===== src/dcc_defines.svh =====
// Purpose: Offsets, field widths, codes and reset values of one DMA channel.
// Assumes: Wishbone classic slave with 32-bit data and byte addresses.
// Notes: Included by the package and by the channel module.
// Behaviour
// - With the top transfer-mode bit clear, the channel clears its enable at block end unless a Wishbone write lands in that cycle.
// - With the top transfer-mode bit set, the enable stays set at block end.
// - Transfer-mode code 010 moves one line per trigger.
// - With three-dim select low, offsets apply only at block end.
// - Address-mode bits four to three pick destination offset register 0 to 3; with bit five set no destination offset applies.
// - Source codes 100 and 101 apply no source offset.
// - A selected offset register is added to the address at block end.
// - Block completion sets the transfer-done flag that backs the interrupt.
// - The done interrupt is raised only while done-interrupt enable is set.
// - Clearing the enable stops the channel and still reports transfer-done.
// - Request-source codes 10011 to 11011 select no hardware request.
// - A word counter loaded with N-1 moves exactly N words per block.
// - At block end the word counter reloads its programmed value.
`ifndef DCC_DEFINES_SVH
`define DCC_DEFINES_SVH
`define DCC_ADR_CTRL 6'h00
`define DCC_ADR_STAT 6'h01
`define DCC_ADR_MASK 6'h02
`define DCC_ADR_CINIT 6'h03
`define DCC_ADR_CNT 6'h04
`define DCC_ADR_LINE 6'h05
`define DCC_ADR_DEST_OFFSET_REG_ZERO 6'h06
`define DCC_ADR_SADR 6'h0A
`define DCC_ADR_DADR 6'h0B
`define DCC_CW 16
`define DCC_AW 24
`define DCC_OW 16
`define DCC_LW 8
`define DCC_RS_RSV_LO 5'h13
`define DCC_RS_RSV_HI 5'h1B
`define DCC_TM_LINE 2'h2
`define DCC_TM_WORD 2'h1
`define DCC_RST_CNT 16'h0000
`define DCC_RST_TM 3'h0
`endif


===== src/dcc_pkg.sv =====
// Purpose: Types shared by the DMA channel modules.
// Assumes: The defines header is included first.
// Notes: State of each module is one packed struct.
`include "dcc_defines.svh"
package dcc_pkg;
	typedef enum logic [0:0] {DCC_IDLE = 1'b0, DCC_RUN = 1'b1} dcc_run_t;
	typedef struct packed {
		logic en;
		logic [2:0] tm;
		logic done_irq_enable;
		logic [4:0] rs;
		logic d3;
		logic [5:0] am;
		logic done;
		logic mask;
		logic [`DCC_CW-1:0] cnt_init;
		logic [`DCC_CW-1:0] cnt;
		logic [`DCC_LW-1:0] line_len;
		logic [`DCC_LW-1:0] line_cnt;
		logic [3:0][`DCC_OW-1:0] dor;
		dcc_run_t st;
		logic ack;
		logic [31:0] rdata;
		logic irq;
		logic xv;
		logic [`DCC_AW-1:0] xs;
		logic [`DCC_AW-1:0] xd;
		logic [`DCC_CW-1:0] words;
	} dcc_state_t;
	typedef struct packed {
		logic [`DCC_AW-1:0] addr;
	} dcc_agen_state_t;
endpackage : dcc_pkg


===== src/dcc_agen_if.sv =====
// Purpose: Carrier between the channel control and an address generator.
// Assumes: One clock domain.
// Notes: Jump adds the offset instead of the unit step.
`timescale 1ns/1ns
interface dcc_agen_if;
	logic load;
	logic [23:0] load_val;
	logic step;
	logic jump;
	logic [15:0] offset;
	logic [23:0] addr;
	modport ctl (output load, load_val, step, jump, offset, input addr);
	modport gen (input load, load_val, step, jump, offset, output addr);
endinterface : dcc_agen_if


===== src/dcc_addr_gen.sv =====
// Purpose: One address register that steps by one or jumps by an offset.
// Assumes: Load and step never come in the same cycle.
// Notes: Offset is sign-extended so buffers may also walk backwards.
`timescale 1ns/1ns
module dcc_addr_gen (
	// System
	input wire logic clock,
	input wire logic resetn,
	// Channel side
	dcc_agen_if.gen ag
);
	import dcc_pkg::*;
	dcc_agen_state_t s;
	dcc_agen_state_t next_s;

	always_comb begin
		next_s = s;
		if (ag.load) begin
			next_s.addr = ag.load_val;
		end else if (ag.step && ag.jump) begin
			next_s.addr = s.addr + {{8{ag.offset[15]}}, ag.offset};
		end else if (ag.step) begin
			next_s.addr = s.addr + 24'h000001;
		end
	end

	always_ff @(posedge clock) begin
		if (!resetn) begin
			s <= '0;
		end else begin
			s <= next_s;
		end
	end

	assign ag.addr = s.addr;
endmodule : dcc_addr_gen


===== src/dcc_channel.sv =====
// Purpose: Control of one DMA channel with a Wishbone register file.
// Assumes: Request lines are one-cycle pulses synchronous to clock.
// Notes: One word moves per clock while the channel runs.
//
// The address map and the Wishbone interface to the registers were left to the implementer.
`timescale 1ns/1ns
`include "dcc_defines.svh"
module dcc_channel (
	// System
	input wire logic clock,
	input wire logic resetn,
	// Wishbone slave
	input wire logic wb_cyc_i,
	input wire logic wb_stb_i,
	input wire logic wb_we_i,
	input wire logic [7:0] wb_adr_i,
	input wire logic [3:0] wb_sel_i,
	input wire logic [31:0] wb_dat_i,
	output logic [31:0] wb_dat_o,
	output logic wb_ack_o,
	// Request sources
	input wire logic [31:0] req_in,
	// Transfer strobe
	output logic xfer_valid,
	output logic [`DCC_AW-1:0] xfer_src_addr,
	output logic [`DCC_AW-1:0] xfer_dst_addr,
	// Interrupt
	output logic irq
);
	import dcc_pkg::*;
	dcc_state_t s;
	dcc_state_t next_s;
	dcc_agen_if src_ag ();
	dcc_agen_if dst_ag ();
	logic wr;
	logic [5:0] idx;
	logic [31:0] wm;
	logic req_hit;
	logic last;
	logic line_last;
	logic stop;
	logic src_use;
	logic dst_use;
	logic done_set;
	logic sw_stop;

	dcc_addr_gen u_src (.clock(clock), .resetn(resetn), .ag(src_ag));
	dcc_addr_gen u_dst (.clock(clock), .resetn(resetn), .ag(dst_ag));

	// Writes land on the edge that samples ack, as the master expects.
	assign wr = wb_cyc_i && wb_stb_i && wb_we_i && s.ack;
	assign idx = wb_adr_i[7:2];
	assign wm = {{8{wb_sel_i[3]}}, {8{wb_sel_i[2]}},
		{8{wb_sel_i[1]}}, {8{wb_sel_i[0]}}};
	assign req_hit = !(s.rs >= `DCC_RS_RSV_LO && s.rs <= `DCC_RS_RSV_HI)
		&& req_in[s.rs];
	assign last = s.cnt == 16'h0000;
	assign line_last = s.line_cnt == 8'h00;
	assign dst_use = !s.am[5];
	assign src_use = !s.am[2];
	assign sw_stop = s.st == DCC_RUN && !s.en;
	assign done_set = (s.st == DCC_RUN && s.en && last) || sw_stop;
	assign stop = last || s.tm[1:0] == `DCC_TM_WORD
		|| (s.tm[1:0] == `DCC_TM_LINE && line_last);

	always_comb begin
		src_ag.load = wr && idx == `DCC_ADR_SADR;
		dst_ag.load = wr && idx == `DCC_ADR_DADR;
		src_ag.load_val = (src_ag.addr & ~wm[23:0]) | (wb_dat_i[23:0] & wm[23:0]);
		dst_ag.load_val = (dst_ag.addr & ~wm[23:0]) | (wb_dat_i[23:0] & wm[23:0]);
		src_ag.step = s.st == DCC_RUN && s.en;
		dst_ag.step = s.st == DCC_RUN && s.en;
		src_ag.offset = s.dor[s.am[1:0]];
		dst_ag.offset = s.dor[s.am[4:3]];
		src_ag.jump = src_use && (last || (s.d3 && line_last));
		dst_ag.jump = dst_use && (last || (s.d3 && line_last));
	end

	always_comb begin
		next_s = s;
		next_s.ack = wb_cyc_i && wb_stb_i && !s.ack;
		next_s.xv = 1'b0;
		next_s.xs = src_ag.addr;
		next_s.xd = dst_ag.addr;
		case (idx)
			`DCC_ADR_CTRL: next_s.rdata = {15'h0000, s.am, s.d3, s.rs,
				s.done_irq_enable, s.tm, s.en};
			`DCC_ADR_STAT: next_s.rdata = {30'h00000000, s.st == DCC_RUN,
				s.done};
			`DCC_ADR_MASK: next_s.rdata = {31'h00000000, s.mask};
			`DCC_ADR_CINIT: next_s.rdata = {16'h0000, s.cnt_init};
			`DCC_ADR_CNT: next_s.rdata = {16'h0000, s.cnt};
			`DCC_ADR_LINE: next_s.rdata = {24'h000000, s.line_len};
			6'h06, 6'h07, 6'h08, 6'h09:
				next_s.rdata = {16'h0000, s.dor[idx[1:0] + 2'h2]};
			`DCC_ADR_SADR: next_s.rdata = {8'h00, src_ag.addr};
			`DCC_ADR_DADR: next_s.rdata = {8'h00, dst_ag.addr};
			default: next_s.rdata = 32'h00000000;
		endcase
		if (wr) begin
			case (idx)
				`DCC_ADR_CTRL: begin
					if (wb_sel_i[0]) begin
						next_s.en = wb_dat_i[0];
						next_s.tm = wb_dat_i[3:1];
						next_s.done_irq_enable = wb_dat_i[4];
					end
					if (wb_sel_i[1]) begin
						next_s.rs = wb_dat_i[9:5];
						next_s.d3 = wb_dat_i[10];
						next_s.am = wb_dat_i[16:11];
					end else if (wb_sel_i[0]) begin
						next_s.rs[2:0] = wb_dat_i[7:5];
					end
					if (wb_sel_i[2]) begin
						next_s.am[5] = wb_dat_i[16];
					end
				end
				`DCC_ADR_MASK: if (wb_sel_i[0]) next_s.mask = wb_dat_i[0];
				`DCC_ADR_CINIT: begin
					next_s.cnt_init = (s.cnt_init & ~wm[15:0])
						| (wb_dat_i[15:0] & wm[15:0]);
					next_s.cnt = (s.cnt_init & ~wm[15:0])
						| (wb_dat_i[15:0] & wm[15:0]);
				end
				`DCC_ADR_LINE: if (wb_sel_i[0]) next_s.line_len = wb_dat_i[7:0];
				6'h06, 6'h07, 6'h08, 6'h09:
					next_s.dor[idx[1:0] + 2'h2] = (s.dor[idx[1:0] + 2'h2]
						& ~wm[15:0]) | (wb_dat_i[15:0] & wm[15:0]);
				default: next_s.rdata = next_s.rdata;
			endcase
		end
		next_s.done = done_set || (s.done && !(wr && idx == `DCC_ADR_STAT
			&& wb_sel_i[0] && wb_dat_i[0]));
		case (s.st)
			DCC_IDLE: begin
				if (s.en && req_hit) begin
					next_s.st = DCC_RUN;
					next_s.line_cnt = s.line_len;
				end
			end
			DCC_RUN: begin
				if (!s.en) begin
					next_s.st = DCC_IDLE;
					next_s.words = 16'h0000;
				end else begin
					next_s.xv = 1'b1;
					next_s.words = last ? 16'h0000 : s.words + 16'h0001;
					next_s.cnt = last ? s.cnt_init : s.cnt - 16'h0001;
					next_s.line_cnt = line_last ? s.line_len
						: s.line_cnt - 8'h01;
					if (last && !s.tm[2] && !wr) next_s.en = 1'b0;
					if (stop) next_s.st = DCC_IDLE;
				end
			end
			default: next_s.st = DCC_IDLE;
		endcase
		next_s.irq = next_s.done && s.done_irq_enable && s.mask;
	end

	always_ff @(posedge clock) begin
		if (!resetn) begin
			s <= '0;
		end else begin
			s <= next_s;
		end
	end

	assign wb_ack_o = s.ack;
	assign wb_dat_o = s.rdata;
	assign irq = s.irq;
	assign xfer_valid = s.xv;
	assign xfer_src_addr = s.xs;
	assign xfer_dst_addr = s.xd;
endmodule : dcc_channel


===== config.mk =====
export PLATFORM = sky130hd
export DESIGN_NAME = dcc_channel
export DESIGN_NICKNAME = d
export VERILOG_FILES = /design/src/dcc_pkg.sv /design/src/dcc_agen_if.sv /design/src/dcc_addr_gen.sv /design/src/dcc_channel.sv
export VERILOG_INCLUDE_DIRS = /design/src
export SDC_FILE = /design/constraint.sdc
export NUM_CORES = 1
export LEC_CHECK = 0
export ABC_AREA = 1
export BUFFER_PORTS_ARGS = -buffer_cell sky130_fd_sc_hd__buf_2
export CAP_MARGIN = 20
export CELL_PAD_IN_SITES_DETAIL_PLACEMENT = 1
export CELL_PAD_IN_SITES_GLOBAL_PLACEMENT = 1
export CORE_MARGIN = 4
export CORE_UTILIZATION = 43
export DETAILED_ROUTE_END_ITERATION = 8
export GPL_TIMING_DRIVEN = 0
export PLACE_DENSITY_LB_ADDON = 0.1
export SLEW_MARGIN = 20
export SYNTH_ARGS = -nofsm -noshare
export SYNTH_HDL_FRONTEND = slang
export SYNTH_SLANG_ARGS = --single-unit
export TNS_END_PERCENT = 1

===== constraint.sdc =====
create_clock -name clock -period 4.1 [get_ports clock]
set_input_delay 0.41 -clock clock [delete_from_list [all_inputs] [get_ports clock]]
set_output_delay 0.41 -clock clock [all_outputs]
set_load 0.1 [all_outputs]

After elaboration in Yosys (flattened, before gate mapping)
Index checks and enable logic that the tools add are counted.

storage, ports and cells
  output and inout port bits = 83
  flip-flop bits (word level) = 263
  bits of input ports = 81

cells by class
  magnitude comparators = 7
  bitwise gates (word level) = 13
  add/sub/neg operators = 7
  reduce and logical (&&, ||, !) cells = 58
  equality and inequality tests = 15
  muxes and demuxes = 45

operators with widths
  operator                 number
  $pmux W24 S9             1
  $mux W24                 7
  $mux W16                 8
  $bmux W16 S2             3
  $and A24 B24 Y24         3
  $bwmux W64               1
  $add A24 B1 Y24 const B  2
  $add A24 B24 Y24         2
  $and A16 B16 Y16         3
  $or A24 B24 Y24          2
  $mux W8                  5
  $mux W17                 2
  $demux W16 S2            1
  $or A16 B16 Y16          2
  $logic_and A1 B1 Y1      27
  $eq A6 B3 Y1 const B     4
  $eq A6 B4 Y1 const B     4
  $not A24 Y24             1
  $reduce_and A3 Y1        6
  $logic_not A16 Y1        1
  $not A16 Y16             1
  $pmux W8 S2              1
  $sub A16 B1 Y16 const B  1
  $eq A6 B2 Y1 const B     2
  other kinds (28)         55

Logic depth before layout (Yosys ltp)
Gate-level depths: netlist of the first run.

  depth in word-level cells = 11
  gate-level depth with buffers = 27
  gate-level depth less buffers = 26

Modules after synthesis
From an unflattened synthesis of the first run, not the netlist that was laid out.

unflattened totals
  cell total of the unflattened synthesis = 2567
  area, all modules = 16582.2 um^2

modules (own cells, without submodules)
  module                 area an instance (um^2)  seq. area each (um^2)  cells each  times used
  dcc_channel            11394.7                  4144.0                 1695        1
  dcc_addr_gen at u_dst  2608.8                   480.5                  436         1
  dcc_addr_gen at u_src  2578.7                   480.5                  436         1

Worst setup path before layout of the first run
OpenSTA, ideal clock, no wires.

  path type = register to register
  start point = register s[164] (netlist bit)
  end point = register (tool-made name)
  data required time = 3.984 ns
  setup time = 0.116 ns
  path slack = 0.904 ns
  buffers on the path = 1
  arrival time = 3.080 ns
  stages on the path, launching flop included = 27
  period minus slack after synthesis = 3.196 ns
  cells stage by stage = dfxtp_1 -> inv_1 -> ha_1 -> inv_1 -> nor2_1 -> nand3_2 -> nand2_1 -> nand2_1 -> clkbuf_1 -> inv_1 -> nand3_1 -> ha_1 -> inv_1 -> fa_1 -> nand3b_1 -> nand2_1 -> a31oi_1 -> inv_1 -> nand3_1 -> nand2_1 -> nand2_1 -> nand2_1 -> nand3b_1 -> nand2_1 -> nor2_1 -> o21ai_1 -> nand2_1

RTL lines
  element                 line                text
  start, declared         dcc_channel.sv:31   dcc_state_t s;
  start signal, assigned  dcc_channel.sv:165  s <= next_s;

==> impl_metrics.yaml, run 1 <==
outcome:
  status: "complete, no violations"
place:
  io_buffer_count: 133
  gp_congestion: 1.01
  hpwl_um: 53100
sta:
  hold_violations: 0
  rsz0062_at_grt: "false"
  fin_crit_sh: 0.944
  timing.setup.tns_ns: 0
  fmax_mhz: 258
  setup_viol: 0
  period_minus_slack_ns: 3.87
  tightest_slew_ns: 1.10
  slew_headroom: 0.268
  skew_ns: 0.0200
  maxSlewViolCount: 0
pwr:
  power_w: 0.00568
  p_per_area_nw_per_um2: 322
  leakage_nw: 7.94
  peakVddDrop_mv: 0.316
worst_setup_path:
  r2r_cells: 20
  rr_startpoint: "s[180]"
  rrSetupSlack_ns: 0.23
  end_kind: "flip-flop"
  worstSetupPathType: "reg -> reg"
  worstPathRequired_ns: 4.58
  crit_arrival_ns: 4.35
  crit_fanout: 10
  crit_top_cell: "nand3_1"
  cp_num_buf_inv: 3
  crit_family: "simple AND/OR/NAND/NOR gates"
  critPathLaunchType: "flip-flop"
  crit_chain: "inv_2, ha_2, inv_1, nor3_1, nand3_1, nand2_2, nand2_2, buf_4, a221oi_1, ha_1, a21oi_1, o21ai_0, a21oi_1, a21bo_2, nand3_1, nand3_1, nand2_1, nand3_1, nand2_1, nand2_1"
  slowest_stage: "ha_1"
  slowest_delay_ns: 0.37
min_path:
  hold_start: "wb_cyc_i"
  hold_end: "wb_ack_o"
  hold_path.class: "in -> reg"
  whs_path_depth: 3
synthesis:
  synth-seq-area-share: 0.338
  syn_area_per_cell_sq_um: 6.85
  ys.warnings.count: 0
  syn_inst: 2208
  synthArstFlopShare: 0
  yosys_most_used_dff: "dfxtp_1"
  synth-edff-count: 0
  ys_ff_latch: 255
  ys_types: 59
  synth_area_sq_um: 15100
floorplanning:
  start_util: 0.437
  core_sq_um: 34600
  dieArea_sq_um: 38200
  die_w_um: 196
  fp.dieH_um: 196
  rows: 68
  ios: 164
cts:
  clockBufferDepth: 3
  holdBufCountCts: 0
  clkSinkCount: 255
  clkTransAtPathRegs_ns: 0.06
  h-tree-depth: 1
  clock_latency_ns: 0.60
  cts_root_buf: "clkbuf_16"
  tritoncts: "done"
  cts_inserted_buffers: 31
drt:
  drc: 0
  routed_wirelength_um: 67700
  drtPass1Iterations: 5
  drt-initial-drc-count: 1507
  routed-via-count: 16914
  viasPerCell: 5.91
  ant_nets: 0
  wl_per_cell_um: 23.7
final_layout:
  fin_nets: 2499
  num_antenna_cells: 0
  drive_gt1_frac: 0.164
  fin_util: 0.509
  area_growth_syn_to_layout_pct: 16.6
global_routing:
  grt_pass1_vias: 16961
  antenna_found_initial: 1
  grt_max_degree: 16
  grt_usage: 0.339
  grt-ovfl-total: 0
  grt_pass1_wl_um: 101000
flow_run:
  maxCapViolCount: 0
what timing repair did:
| item | in CTS | in global routing |
|---|---|---|
| pin swaps | 0 | 2 |
| setup endpoints to repair | 20 | 25 |
| gates resized for setup | 15 | 37 |
| setup buffers | 0 | 1 |
tightest hold or removal path, stage by stage:
cell and delay [ns]:
buf_2 0.10, nand3_1 0.07, nor2_1 0.04
cell type report:
cell class | count | area (sq um)
inverter | 255 | 961
clock buffer | 34 | 787
multi-input combinational | 1512 | 8200
sequential | 255 | 5110
buffer | 193 | 1070
clock inverter | 24 | 263
tap | 455 | 569
timing repair buffer | 134 | 673
fill | 4608 | 17000
metal layers:
metal / global-route usage / wire length (um)
met1: 0.449 / 28400
met2: 0.540 / 30300
met3: 0.0638 / 5710
met4: 0.148 / 3290
met5: 0 / 0
where the power goes:
part	internal, W	switching, W	total, W
clock	0.00165	0.00120	0.00285
sequential	0.00248	0.00000118	0.00248
combinational	0.0000709	0.000277	0.000348
total	0.00420	0.00148	0.00568
logic make-up after synthesis:
logic type	count (synthesis)	synth area share
compound gates	724	0.275
simple gates	713	0.205
buf+inv	448	0.133
flops	255	0.338
fa+ha+maj	36	0.0308
xor+xnor	31	0.0180
other cells	1	0.000248
worst max-delay path by stage:
stage | slack (ns) | cells past startpoint | endpoint | startpoint
4_1_cts | 0.06 | 27 | flip-flop | s[180]
5_1_grt | 0.009 | 27 | flip-flop | s[180]
6_report | 0.23 | 20 | flip-flop | s[180]
2_1_floorplan | 0.90 | 26 | flip-flop | s[164]
3_5_place_dp | -0.33 | 22 | flip-flop | s[180]
3_3_place_gp | -0.23 | 19 | flip-flop | s[164]
synth_stat cells (3+ instances only):
cell | n | area (sq um)
a211oi_1 | 19 | 143
a21o_1 | 3 | 22.5
a21oi_1 | 267 | 1340
a221oi_1 | 48 | 420
a22oi_1 | 16 | 120
a311oi_1 | 4 | 35.0
a31oi_1 | 26 | 163
buf_1 | 7 | 26.3
buf_2 | 13 | 65.1
buf_4 | 80 | 601
clkbuf_1 | 90 | 338
clkinv_1 | 6 | 22.5
dfxtp_1 | 255 | 5100
ha_1 | 34 | 425
inv_1 | 234 | 878
inv_2 | 15 | 56.3
nand2_1 | 453 | 1700
nand2_2 | 13 | 81.3
nand3_1 | 59 | 295
nand3_2 | 5 | 50.1
nand3b_1 | 4 | 30.0
nand4_1 | 18 | 113
nor2_1 | 112 | 420
nor2_2 | 10 | 62.6
nor2_4 | 5 | 56.3
nor3_1 | 16 | 80.1
o211ai_1 | 17 | 128
o21ai_0 | 239 | 1200
o21ai_1 | 13 | 65.1
o21ai_2 | 5 | 43.8
o22ai_1 | 40 | 250
o41ai_1 | 12 | 105
or2_2 | 5 | 31.3
xnor2_1 | 10 | 87.6
xor2_1 | 21 | 184
through the flow:
stage	area (sq um)	setup WS (ns)	cells	hold WS, ns
floorplan	15100	0.904	2215	0.424
global placement	16400	-0.226	2803	0.416
detailed placement	16400	-0.326	2803	0.446
CTS	17500	0.0576	2861	0.0670
global route	17600	0.00905	2862	0.0949
finish	17600	0.230	2862	0.0691
cell usage in the layout (no fill, tap or decap), types with 24 or more instances in the layout:
master and n:
a21oi_1 267, a221oi_1 30, a31oi_1 24, buf_2 146, buf_4 82, clkbuf_1 89
clkbuf_16 31, dfxtp_1 253, ha_1 33, inv_1 233, nand2_1 449, nand3_1 58
nor2_1 111, o21ai_0 237, o22ai_1 40
Power figures use the tool's default switching activity.
==> inputs of run 2 (changes only) <==
--- a/config.mk
+++ b/config.mk
@@ -6,13 +6,11 @@
 export SDC_FILE = /design/constraint.sdc
 export NUM_CORES = 1
 export LEC_CHECK = 0
-export ABC_AREA = 1
 export BUFFER_PORTS_ARGS = -buffer_cell sky130_fd_sc_hd__buf_2
 export CAP_MARGIN = 20
 export CELL_PAD_IN_SITES_DETAIL_PLACEMENT = 1
 export CELL_PAD_IN_SITES_GLOBAL_PLACEMENT = 1
-export CORE_MARGIN = 4
-export CORE_UTILIZATION = 43
+export CORE_UTILIZATION = 45
 export DETAILED_ROUTE_END_ITERATION = 8
 export GPL_TIMING_DRIVEN = 0
 export PLACE_DENSITY_LB_ADDON = 0.1
==> run 2 against run 1 <==
  * Cell count is 19% lower
  * Largest power group unchanged
  * Synthesized cell count decreased by 25%
  * Highest routed layer is now met5
  * Non-clock buffer count is 75 higher
  * The run now ends with negative setup slack left
  * Hold slack improved by 0.047 ns
  * Fmax shrank 18%
  * Critical path type unchanged
  * Combinational power is 15% lower
  * Routed wire length decreased by 7.7%
==> impl_metrics.yaml, run 2 <==
synthesis:
  synth_area_sq_um: 14500
  yosys_most_used_dff: "dfxtp_1"
  synth_most_common_cell: "dfxtp_1"
  synth_mux_area_frac: 0.123
  synth-edff-count: 0
  ys_top_cells_by_area: "dfxtp_1 (35%), mux4_2 (7.9%), nor2_1 (4.7%)"
  ys.warnings.count: 0
  synthSimpleGateAreaFrac: 0.181
  syn_area_per_cell_sq_um: 8.78
  synth_top_area_frac: 0.353
  ys_types: 74
  syn_inst: 1647
  synth_compound_area_frac: 0.211
  synth_top_family_by_area: "compound AO/OA/AOI/OAI gates"
  synth-seq-area-share: 0.353
  ys_ff_latch: 255
  synth_xor_area_frac: 0.0212
  ys_top_cells_by_count: "dfxtp_1 (255), nor2_1 (182), nand2_1 (123)"
  synthArstFlopShare: 0
  synth_fa_ha_area_frac: 0.0322
  synth_area_leader_cell: "dfxtp_1"
cts:
  cts_inserted_buffers: 30
  cts_root_buf: "clkbuf_16"
  clkSinkCount: 255
  holdBufCountCts: 0
  clockBufferDepth: 3
  clkTransAtPathRegs_ns: 0.06
  h-tree-depth: 1
  tritoncts: "done"
  clock_latency_ns: 0.58
drt:
  drtPass1Iterations: 9
  wl_per_cell_um: 27.0
  viasPerCell: 6.45
  ant_nets: 0
  routed_wirelength_um: 62500
  drc: 0
  drt-initial-drc-count: 1676
  routed-via-count: 14929
sta:
  slew_headroom: 0.217
  fin_crit_sh: 1.15
  period_minus_slack_ns: 4.73
  setup_viol: 36
  hold_slack_ns: 0.116
  fmax_mhz: 211
  rsz0062_at_grt: "true"
  maxSlewViolCount: 0
  skew_ns: 0.0288
  hold_violations: 0
  finalWorstSetupSlack_ns: -0.634
  tightest_slew_ns: 1.17
floorplanning:
  die_w_um: 181
  rows: 65
  dieArea_sq_um: 32800
  core_sq_um: 31600
  fp.dieH_um: 181
  start_util: 0.458
  ios: 164
place:
  dp_slack_ns: -1.28
  hpwl_um: 44100
  gp_congestion: 0.963
  io_buffer_count: 129
pwr:
  p_per_area_nw_per_um2: 308
  peakVddDrop_mv: 0.344
  leakage_nw: 6.86
worst_setup_path:
  worstSetupPathType: "reg -> reg"
  critPathLaunchType: "flip-flop"
  end_kind: "flip-flop"
  crit_arrival_ns: 5.19
  worstPathRequired_ns: 4.55
  crit_fanout: 8
  rrSetupSlack_ns: -0.63
global_routing:
  grt_usage: 0.371
  grt_max_degree: 16
  grt_pass1_vias: 14697
  antenna_found_initial: 1
  grt-ovfl-total: 0
  grt_pass1_wl_um: 92200
final_layout:
  nFillCells: 3685
  area_growth_syn_to_layout_pct: 23.0
  drive_gt1_frac: 0.248
  layout_commonest_cell: "dfxtp_1"
  layout_common_cells: "dfxtp_1 (245), nor2_1 (181), buf_4 (146)"
  fin_nets: 2009
flow_run:
  maxCapViolCount: 0
outcome:
  failed_checks: "negative setup slack"
  status: "finished, violations left"
min_path:
  hold_path.class: "in -> reg"
-- run 2: cell count changes after synthesis, moves of 51 or more --
cell / delta
nor2_1: +70
a21oi_1: -158
nand2_1: -330
mux4_2: +51
o21ai_0: -186
a211oi_1: +59
inv_1: -212
mux2i_1: +59
-- run 2: timing repair --
item                                    in CTS  in global routing
gates resized for setup                     70                 41
endpoints found under the setup margin      30                 36
setup buffers                               69                 16
pin swaps                                   36                 39
gates cloned                                 0                  0
-- run 2: path summary, 6_finish.rpt --
path                            startpoint   endpoint  depth (start not counted)
worst max register to register      s[186]  flip-flop                         19
worst min register to register      s[172]     s[164]                          2
worst max-delay path                s[186]  flip-flop                         19
worst min-delay path              wb_cyc_i   wb_ack_o                          3
-- run 2: critical path: stages, from the launching register on --
cell and delay [ns]:
dfxtp_2 0.32, buf_6 0.13, nor4_4 0.30, nand2_2 0.12
buf_6 0.13, or3_4 0.40, a211o_4 0.37, buf_6 0.14
a211o_4 0.35, buf_4 0.15, fa_2 0.35, nor2b_2 0.18
o31a_1 0.23, o41ai_4 0.09, o211ai_1 0.26, a221oi_2 0.12
o21bai_4 0.23, mux2_4 0.35, and3_4 0.18, o31a_1 0.22
-- run 2: logic make-up (layout without fill, tap and decap cells) --
kind of cell,after synthesis,after routing
other,1,9
multiplexers,113,113
flip-flops,255,255
XOR/XNOR,35,35
adder cells (fa/ha/maj),36,36
AND/OR/NAND/NOR,544,544
buffers and inverters,220,476
AO/OA/AOI/OAI,443,443
-- run 2: where the power goes --
group | total (W) | switching [W] | leakage, nW | internal (W)
registers | 0.00248 | 0.00000102 | 2.06 | 0.00248
clock network | 0.00270 | 0.00109 | 0.476 | 0.00161
logic | 0.000297 | 0.000227 | 4.33 | 0.0000699
total | 0.00548 | 0.00132 | 6.86 | 0.00416
-- run 2: cell type report --
cell class	count	area, sq um	area share
multi-input combinational	1179	8680	0.488
clock buffer	43	850	0.0478
tap	402	503	0.0283
timing repair buffer	209	1310	0.0738
clock inverter	7	125	0.00704
buffer	193	1080	0.0610
sequential	255	5130	0.288
antenna	1	2.50	0.000141
inverter	24	92.6	0.00521
-- run 2: layer usage --
| metal | up-vias | share of wire | track usage |
|---|---|---|---|
| li1 | 6507 | - | - |
| met5 | - | 0.00021 | 0 |
| met3 | 208 | 0.090 | 0.0677 |
| met2 | 877 | 0.45 | 0.595 |
| met1 | 7335 | 0.40 | 0.474 |
| met4 | 2 | 0.060 | 0.196 |
-- run 2: stage by stage --
| step | setup TNS, ns | instances | utilization | instance area (sq um) | power (W) |
|---|---|---|---|---|---|
| after floorplan | -1.05 | 1654 | - | 14600 | 0.00268 |
| after global placement | -21.30 | 2185 | 0.498 | 15700 | 0.00281 |
| after detailed placement | -22.32 | 2185 | 0.498 | 15700 | 0.00281 |
| after CTS | -6.71 | 2302 | 0.555 | 17500 | 0.00547 |
| after global routing | -16.94 | 2312 | 0.563 | 17800 | 0.00561 |
| final | -12.35 | 2313 | 0.563 | 17800 | 0.00548 |
